[config.mk]
export PLATFORM = sky130hd
export DESIGN_NAME = wia_top
export DESIGN_NICKNAME = d
export VERILOG_FILES = /design/src/common/wia_pkg.sv /design/src/verilog/wia_edge_detect.sv /design/src/verilog/wia_reg_set.sv /design/src/verilog/wia_top.sv
export SDC_FILE = /design/constraint.sdc
export NUM_CORES = 1
export LEC_CHECK = 0
export ABC_AREA = 1
export BUFFER_PORTS_ARGS = -buffer_cell sky130_fd_sc_hd__buf_2
export CAP_MARGIN = 40
export CORE_MARGIN = 2
export CORE_UTILIZATION = 45
export CTS_CLUSTER_SIZE = 10
export DETAILED_ROUTE_END_ITERATION = 8
export GPL_TIMING_DRIVEN = 1
export PLACE_DENSITY_LB_ADDON = 0.3
export RECOVER_POWER = 100
export SLEW_MARGIN = 5
export SYNTH_ARGS = -nofsm -noshare
export SYNTH_HDL_FRONTEND = slang
export SYNTH_SLANG_ARGS = --single-unit
[constraint.sdc]
create_clock -name clk -period 2.1 [get_ports clk]
set_input_delay 0.21 -clock clk [delete_from_list [all_inputs] [get_ports clk]]
set_output_delay 0.21 -clock clk [all_outputs]
set_load 0.01 [all_outputs]
[src/common/wia_pkg.sv]
// Package for the wake interrupt aggregator: offsets, bit positions, resets
package wia_pkg;
    localparam int          ADDR_W        = 12;
    localparam int          DATA_W        = 32;
    localparam int          NUM_SRC       = 32;
    localparam int          NUM_SETS      = 2;

    // Per-set register window: set 0 packet engine, set 1 voice subsystem
    localparam logic [11:0] SET_STRIDE    = 12'h200;
    localparam logic [11:0] OFF_STATUS    = 12'h100;
    localparam logic [11:0] OFF_MASK      = 12'h104;
    localparam logic [11:0] OFF_RAW       = 12'h108;
    localparam logic [11:0] OFF_PENDING   = 12'h10c;
    localparam logic [11:0] OFF_P2P_CLR   = 12'h160;
    localparam logic [11:0] OFF_P2P_SET   = 12'h164;

    // Source bit positions
    localparam int          BIT_GPIO_LO   = 0;
    localparam int          BIT_TIMER_LO  = 8;
    localparam int          BIT_TELEPHONY = 12;
    localparam int          BIT_CLK_ALARM = 13;
    localparam int          BIT_CLK_PER   = 14;
    localparam int          BIT_PCIE0     = 15;
    localparam int          BIT_PCIE1     = 16;
    localparam int          BIT_SATA      = 17;
    localparam int          BIT_SATA_MSI  = 18;
    localparam int          BIT_USB2      = 19;
    localparam int          BIT_USB3      = 20;
    localparam int          BIT_HOST_IF   = 21;
    localparam int          BIT_LAN_WAKE  = 22;
    localparam int          BIT_VOICE     = 23;
    localparam int          BIT_DMA       = 24;
    localparam int          BIT_SERIAL0   = 25;
    localparam int          BIT_SERIAL1   = 26;
    localparam int          BIT_NOCOPY    = 27;
    localparam int          BIT_USB3_PWR  = 28;

    // Sticky (pulse) sources: GPIO, timers, alarm, USB3, LAN wake
    localparam logic [31:0] STICKY_MASK   = 32'h00502fff;
    // Firmware-only processor-to-processor bits 29..31
    localparam logic [31:0] P2P_MASK      = 32'he0000000;

    localparam logic [31:0] STATUS_RESET  = 32'h00000000;
    localparam logic [31:0] MASK_RESET    = 32'hffffffff;
endpackage : wia_pkg

[src/verilog/wia_edge_detect.sv]
// Change detector for the general-purpose pins
`timescale 1ns/1ps
`default_nettype none
module wia_edge_detect #(
    parameter int WIDTH = 8
) (
    input  wire logic             clk,
    input  wire logic             reset,
    input  wire logic             clk_en,
    input  wire logic [WIDTH-1:0] pin_in,
    output logic      [WIDTH-1:0] change
);
    logic [WIDTH-1:0] prev_reg;
    logic [WIDTH-1:0] prev_next;
    logic             armed_reg;
    logic             armed_next;

    always_comb begin
        prev_next  = pin_in;
        armed_next = 1'b1;
    end

    always_ff @(posedge clk) begin
        if (reset) begin
            prev_reg  <= '0;
            armed_reg <= 1'b0;
        end else if (clk_en) begin
            prev_reg  <= prev_next;
            armed_reg <= armed_next;
        end
    end

    // No change reported until a first sample is held after reset
    assign change = armed_reg ? (pin_in ^ prev_reg) : '0;
endmodule : wia_edge_detect
`default_nettype wire

[src/verilog/wia_reg_set.sv]
// One status/mask register set with interrupt output
`timescale 1ns/1ps
`default_nettype none
module wia_reg_set #(
    parameter int W = 32
) (
    input  wire logic         clk,
    input  wire logic         reset,
    input  wire logic         clk_en,
    input  wire logic [W-1:0] src_vec,
    input  wire logic         status_clr_we,
    input  wire logic         mask_we,
    input  wire logic         p2p_set_we,
    input  wire logic         p2p_clr_we,
    input  wire logic [W-1:0] wdata,
    output logic      [W-1:0] status,
    output logic      [W-1:0] mask,
    output logic      [W-1:0] pending,
    output logic              wake_next
);
    logic [W-1:0] sticky_reg;
    logic [W-1:0] sticky_next;
    logic [W-1:0] p2p_reg;
    logic [W-1:0] p2p_next;
    logic [W-1:0] mask_reg;
    logic [W-1:0] mask_next;

    always_comb begin
        // Sticky capture
        // Set wins over a same-cycle write-one clear
        sticky_next = sticky_reg;
        if (status_clr_we)
            sticky_next = sticky_next & ~wdata;
        sticky_next = (sticky_next | src_vec) & wia_pkg::STICKY_MASK;
        p2p_next = p2p_reg;
        if (p2p_clr_we)
            p2p_next = p2p_next & ~wdata;
        if (p2p_set_we)
            p2p_next = p2p_next | wdata;
        p2p_next = p2p_next & wia_pkg::P2P_MASK;
        mask_next = mask_we ? wdata : mask_reg;
    end

    always_ff @(posedge clk) begin
        if (reset) begin
            sticky_reg <= wia_pkg::STATUS_RESET;
            p2p_reg    <= wia_pkg::STATUS_RESET;
            mask_reg   <= wia_pkg::MASK_RESET;
        end else if (clk_en) begin
            sticky_reg <= sticky_next;
            p2p_reg    <= p2p_next;
            mask_reg   <= mask_next;
        end
    end

    assign status  = sticky_reg | p2p_reg
                   | (src_vec & ~wia_pkg::STICKY_MASK & ~wia_pkg::P2P_MASK);
    assign mask    = mask_reg;
    assign pending = status & ~mask_reg;
    assign wake_next = |(status & ~mask_reg);
endmodule : wia_reg_set
`default_nettype wire

[src/verilog/wia_top.sv]
// Wake interrupt aggregator top: source mapping, register sets, bus slave
// Functional notes
// - Bits 0-7 carry general IRQs, also set by a change on GPIO 0-7.
// - Bits 8-11 carry timers 0-3 in order.
// - Bit 12 carries the telephony device IRQ from the interface chosen by telephony_sel_b.
// - Bits 15 and 16 carry PCIe controllers 0 and 1.
// - Bit 17 is the SATA interrupt, bit 18 the SATA message interrupt.
// - Bit 19 is USB2, bit 20 USB3, bit 28 USB3 power event.
// - Bit 22 is combined LAN wake, bit 21 the host interface event.
// - Bit 27 is the no-copy host interface event, distinct from bit 21.
// - Bit 23 carries the voice subsystem controller output.
// - Bit 24 is DMA, 25 serial port 0, 26 serial port 1 or low speed.
// - Bits 29-31 are set only by firmware writes.
// - Writes to 0x164 set and to 0x160 clear only the addressed bits.
// - Two independent register sets: packet engine and voice subsystem.
// - Each trigger has its own mask; a masked one cannot wake.
`timescale 1ns/1ps
`default_nettype none
module wia_top #(
    parameter int NUM_GPIO  = 8,
    parameter int NUM_TIMER = 4
) (
    input  wire logic                 clk,
    input  wire logic                 reset,
    input  wire logic                 clk_en,
    input  wire logic [NUM_GPIO-1:0]  general_irq_line,
    input  wire logic [NUM_GPIO-1:0]  gpio_pin,
    input  wire logic [NUM_TIMER-1:0] timer_event,
    input  wire logic                 telephony_device_irq_a,
    input  wire logic                 telephony_device_irq_b,
    input  wire logic                 telephony_sel_b,
    input  wire logic                 clock_alarm_event,
    input  wire logic                 clock_periodic_event,
    input  wire logic                 pcie_ctrl_zero_event,
    input  wire logic                 pcie_ctrl_one_event,
    input  wire logic                 sata_ctrl_event,
    input  wire logic                 sata_message_signalled_event,
    input  wire logic                 usb_two_ctrl_event,
    input  wire logic                 usb_three_ctrl_event,
    input  wire logic                 usb_three_power_event,
    input  wire logic                 packet_host_if_event,
    input  wire logic                 packet_host_nocopy_event,
    input  wire logic [2:0]           lan_wakeup_event,
    input  wire logic                 voice_subsystem_event,
    input  wire logic                 peripheral_dma_event,
    input  wire logic                 serial_port_zero_event,
    input  wire logic                 serial_port_one_event,
    input  wire logic                 low_speed_serial_event,
    input  wire logic                 serial_sel_low_speed,
    input  wire logic [11:0]          addr,
    input  wire logic [31:0]          wdata,
    input  wire logic                 wr_en,
    input  wire logic                 rd_en,
    output logic      [31:0]          rdata,
    output logic      [1:0]           wake_req,
    output logic      [1:0]           irq
);
    localparam int N = wia_pkg::NUM_SETS;

    logic [NUM_GPIO-1:0] gpio_change;
    logic [31:0]         src_vec;
    logic [31:0]         set_status  [N];
    logic [31:0]         set_mask    [N];
    logic [31:0]         set_pending [N];
    logic [N-1:0]        set_wake;
    logic [N-1:0]        st_we;
    logic [N-1:0]        mk_we;
    logic [N-1:0]        ps_we;
    logic [N-1:0]        pc_we;
    logic [31:0]         rdata_reg;
    logic [31:0]         rdata_next;
    logic [N-1:0]        wake_reg;
    logic [N-1:0]        wake_next;

    // Select register set from address; 0 or 1, otherwise none
    function automatic logic [1:0] set_of(input logic [11:0] a);
        if (a < wia_pkg::SET_STRIDE)
            return 2'h0;
        else if (a < 12'(2 * wia_pkg::SET_STRIDE))
            return 2'h1;
        else
            return 2'h3;
    endfunction : set_of

    function automatic logic [11:0] off_of(input logic [11:0] a);
        return (a < wia_pkg::SET_STRIDE) ? a : a - wia_pkg::SET_STRIDE;
    endfunction : off_of

    wia_edge_detect #(
        .WIDTH (NUM_GPIO)
    ) u_gpio_edge (
        .clk    (clk),
        .reset  (reset),
        .clk_en (clk_en),
        .pin_in (gpio_pin),
        .change (gpio_change)
    );

    always_comb begin
        src_vec = '0;
        src_vec[wia_pkg::BIT_GPIO_LO +: NUM_GPIO] =
            general_irq_line | gpio_change;
        src_vec[wia_pkg::BIT_TIMER_LO +: NUM_TIMER] = timer_event;
        src_vec[wia_pkg::BIT_TELEPHONY] = telephony_sel_b ?
            telephony_device_irq_b : telephony_device_irq_a;
        src_vec[wia_pkg::BIT_CLK_ALARM] = clock_alarm_event;
        src_vec[wia_pkg::BIT_CLK_PER]   = clock_periodic_event;
        src_vec[wia_pkg::BIT_PCIE0]     = pcie_ctrl_zero_event;
        src_vec[wia_pkg::BIT_PCIE1]     = pcie_ctrl_one_event;
        src_vec[wia_pkg::BIT_SATA]      = sata_ctrl_event;
        src_vec[wia_pkg::BIT_SATA_MSI]  = sata_message_signalled_event;
        src_vec[wia_pkg::BIT_USB2]      = usb_two_ctrl_event;
        src_vec[wia_pkg::BIT_USB3]      = usb_three_ctrl_event;
        src_vec[wia_pkg::BIT_USB3_PWR]  = usb_three_power_event;
        // Host interface and combined LAN wake
        src_vec[wia_pkg::BIT_HOST_IF]   = packet_host_if_event;
        src_vec[wia_pkg::BIT_LAN_WAKE]  = |lan_wakeup_event;
        src_vec[wia_pkg::BIT_NOCOPY]    = packet_host_nocopy_event;
        src_vec[wia_pkg::BIT_VOICE]     = voice_subsystem_event;
        src_vec[wia_pkg::BIT_DMA]       = peripheral_dma_event;
        src_vec[wia_pkg::BIT_SERIAL0]   = serial_port_zero_event;
        src_vec[wia_pkg::BIT_SERIAL1]   = serial_sel_low_speed ?
            low_speed_serial_event : serial_port_one_event;
        // Bits 29-31 left zero here; firmware only
    end

    // Write decode per set
    always_comb begin
        for (int i = 0; i < N; i++) begin
            st_we[i] = wr_en && set_of(addr) == 2'(i)
                     && off_of(addr) == wia_pkg::OFF_STATUS;
            mk_we[i] = wr_en && set_of(addr) == 2'(i)
                     && off_of(addr) == wia_pkg::OFF_MASK;
            ps_we[i] = wr_en && set_of(addr) == 2'(i)
                     && off_of(addr) == wia_pkg::OFF_P2P_SET;
            pc_we[i] = wr_en && set_of(addr) == 2'(i)
                     && off_of(addr) == wia_pkg::OFF_P2P_CLR;
        end
    end

    for (genvar g = 0; g < N; g++) begin : g_set
        wia_reg_set #(
            .W (32)
        ) u_set (
            .clk           (clk),
            .reset         (reset),
            .clk_en        (clk_en),
            .src_vec       (src_vec),
            .status_clr_we (st_we[g]),
            .mask_we       (mk_we[g]),
            .p2p_set_we    (ps_we[g]),
            .p2p_clr_we    (pc_we[g]),
            .wdata         (wdata),
            .status        (set_status[g]),
            .mask          (set_mask[g]),
            .pending       (set_pending[g]),
            .wake_next     (set_wake[g])
        );
    end

    always_comb begin
        logic [11:0] off;
        logic [1:0]  sel;
        off        = off_of(addr);
        sel        = set_of(addr);
        rdata_next = 32'h00000000;
        if (rd_en && sel != 2'h3) begin
            case (off)
                wia_pkg::OFF_STATUS:  rdata_next = set_status[sel[0]];
                wia_pkg::OFF_MASK:    rdata_next = set_mask[sel[0]];
                wia_pkg::OFF_RAW:     rdata_next = src_vec;
                wia_pkg::OFF_PENDING: rdata_next = set_pending[sel[0]];
                // Set view of firmware bits reads status
                wia_pkg::OFF_P2P_SET:
                    rdata_next = set_status[sel[0]]
                               & wia_pkg::P2P_MASK;
                default:              rdata_next = 32'h00000000;
            endcase
        end
        wake_next = set_wake;
    end

    always_ff @(posedge clk) begin
        if (reset) begin
            rdata_reg <= 32'h00000000;
            wake_reg  <= '0;
        end else if (clk_en) begin
            rdata_reg <= rdata_next;
            wake_reg  <= wake_next;
        end
    end

    assign rdata    = rdata_reg;
    assign wake_req = wake_reg;
    // Interrupt and wake share one gated condition
    assign irq      = wake_reg;
endmodule : wia_top
`default_nettype wire
==> metrics.md <==
| Metric | Value |
|---|---|
| DR DRC count | 0 |
| Cell family with most CP delay | simple AND/OR/NAND/NOR gates |
| Peak supply drop | ~570 µV |
| Worst setup SP type | input port |
| Hold Crit Class | in2reg |
| CTS H-tree depth | 4 |
| Crit path required time | 2.40 ns |
| Max reg flops | 64 |
| Full die area | 18,200 µm² |
| Non-Filler Instances | 1,513 |
| Post-CTS Hold Fix Bufs | 0 |
| Vias per cell | about 5.5 |
| TritonCTS clock tree | yes |
| RSZ-0062 raised after global routing | false |
| DP HPWL | 16.5 mm |
| Status | finished clean |
| Clk Latency, worst-skew pair | between 0.4 and 0.5 ns |
| Overflow after GRT | 0 |
| CP max-delay cell | nor3_1 |
| Worst path cell trace | clkbuf_1, inv_1, buf_4, nand2_1, nand2_1, nand2_1, nor3_1, nand2_2, clkbuf_2, nand2_1, o211ai_1 |
| Yosys Warn Count | 0 |
| Cell accounting for the most synthesized area | dfxtp_1 |
| Max Transition Viols Final | 0 |
| Mapped Area | ~7700 µm² |
| Synth Flop Type | dfxtp_1 |
| Worst Setup Path Type | in2reg |
| Syn_area_per_cell | 6.54 µm² |
| Die Y | about 130 µm |
| Final hold violation count | 0 |
| Fin nets | 1,373 |
| Minimum clock period | roughly 1.7 ns |
| Ranking of synthesized cells by area | dfxtp_1 (37%), nand2_1 (18%), o211ai_1 (6.8%), inv_1 (5.0%), nand3_1 (4.6%) |
| Post-synth EDFFs | 0 |
| Initial Util | 46.3% |
| Number of routed nets with antenna violations | 0 |
| Setup tns final | 0 ns |
| Pre-Repair DR Iteration Count | 6 |
| Layout area overhead | 20.2% |
| Max-cap violations | 0 |
| Worst-margin pin slew | 1.03 ns |
| Total CTS buffers | 17 |
| Vias in the first global route | 7,696 |
| Post-cts sizing count | 0 |
| Top-count cell post-synth | nand2_1 |
| Clk buf depth | 2 |
| #FFs+latches synth | 143 |
| Worst-path clk slew | 0.06 ns |
| Share of layout cells above drive strength 1 | 13.2% |
| Die width | approximately 130 µm |
| Crit-path most repeated cell | nand2_1 |
| Buffers on Ports | 127 |
| Slew HR | 31.1% |
| Delay of the slowest critical-path stage | 0.29 ns |
| Sequential fraction of the synthesis area | between 30% and 40% |
| Ant. Diodes | 0 |
| Skew final | 0.00459 ns |
| Synth unique cells | 35 |
| Final period utilization | 79.0% |
| CTS Sinks | 143 |
| Commonest cells in the synthesized netlist | nand2_1 (379), dfxtp_1 (143), inv_1 (102) |
| Post-DR wirelength/cell | 16.0 µm |
| Core Rows | 47 |
| Gp weighted congestion | around 0.95 |
| Fmax | 0.603 GHz |
| CP bufs+invs | 4 |
| Largest net degree at the start of global routing | 98 |
| Top-area cell type share of the netlist area | 37.2% |
| Crit path max fanout | 16 |
| Buffer type at the clock tree root | clkbuf_16 |
| Critical Path AT | slightly below 2 ns |
| Total number of vias | approximately 8,300 |
| DR iter-0 viols | 916 |
| LEAKAGE | between 4 and 5 nW |
| Core area | around 17,000 µm² |
| Routed wire length | 24.2 mm |
| Crit end category | flip-flop |
| Setup Fix Bufs, Post-CTS | 0 |
| Syn nets | 1,270 |
| I/O pins | 128 |
| Dpl cells | 1,481 |
| Total global-route track usage | 27.3% |
| Setup violators final | 0 |
| Pwr Density | 737 nW/µm² |
| Initial antenna violation count | 0 |
| Synth Instances | 1,177 |
| First-pass GRT wire length | 39.1 mm |
| Fraction of registers with async set/reset | 0% |
layout make-up:
class | count | area (µm²)
Tap cell | 220 | 275
Timing Repair Buffer | 160 | 955
Inverter | 108 | 405
Multi-Input combinational cell | 850 | 4100
Fill cell | 1699 | 7380
Sequential cell | 143 | 2860
Clock buffer | 23 | 488
Clock inverter | 9 | 178
power breakdown:
group	internal, mW	total (mW)	switching, mW
combinational	0.196	0.568	0.372
clock	2.24	3.44	1.21
sequential	2.77	2.81	0.0383
total	5.20	6.82	1.62
placed cells by master, fill, tap and decap left out, drive strengths merged:
master	n
a22o	2
nand2	383
ha	1
o211ai	70
bufinv	5
clkinv	5
xnor2	8
o2111ai	2
a21oi	71
inv	107
clkbuf	63
dfxtp	143
nor3	9
o22ai	15
nand3	71
buf	120
o21ai	73
nor2	70
o21bai	8
nand4	55
nor4	4
nand3b	1
or3	1
or2	5
a21boi	1
routing by layer:
metal | wire, µm | GRT usage [%]
met1 | 10500 | 36.7
met2 | 10900 | 42.3
met3 | 2080 | 6.16
met4 | 703 | 11.6
met5 | 0 | 0
through the flow:
stage                     hold WS, ns  utilization, %  total power [mW]  area, µm²  setup WS [ns]
after floorplan                 0.345               -              3.20       7700          0.168
after global placement          0.451            52.1              3.42       8660          0.244
after detailed placement        0.453            52.1              3.43       8660          0.234
after CTS                      0.0207            56.1              6.85       9330          0.675
after global routing           0.0440            55.6              7.01       9260          0.257
final                          0.0312            55.6              6.82       9260          0.441
final timing paths:
| check | startpoint | to | slack, ns | cells after the start |
|---|---|---|---|---|
| max | addr[9] | g_set[0].u_set.mask[18] | 0.44 | 11 |
| min | gpio_pin[6] | u_gpio_edge.prev_reg[6] | 0.03 | 3 |
| max reg2reg | g_set[0].u_set.mask[27] | rdata[27] | 0.67 | 7 |
| min reg2reg | rdata[17] | rdata[17] | 0.46 | 2 |
worst min-delay path, stage by stage:
cell and delay (ns):
buf_2 0.09, nor2_1 0.04, nor2_1 0.08
kinds of logic after synthesis:
kind of cell / count (synthesis) / share of synthesized area [%]
flip-flops: 143 / 37.2
AND/OR/NAND/NOR: 599 / 33.4
buffers and inverters: 184 / 9.62
XOR/XNOR: 8 / 0.910
AO/OA/AOI/OAI: 242 / 18.8
adder cells (fa/ha/maj): 1 / 0.162
Power figures use the tool's default switching activity.
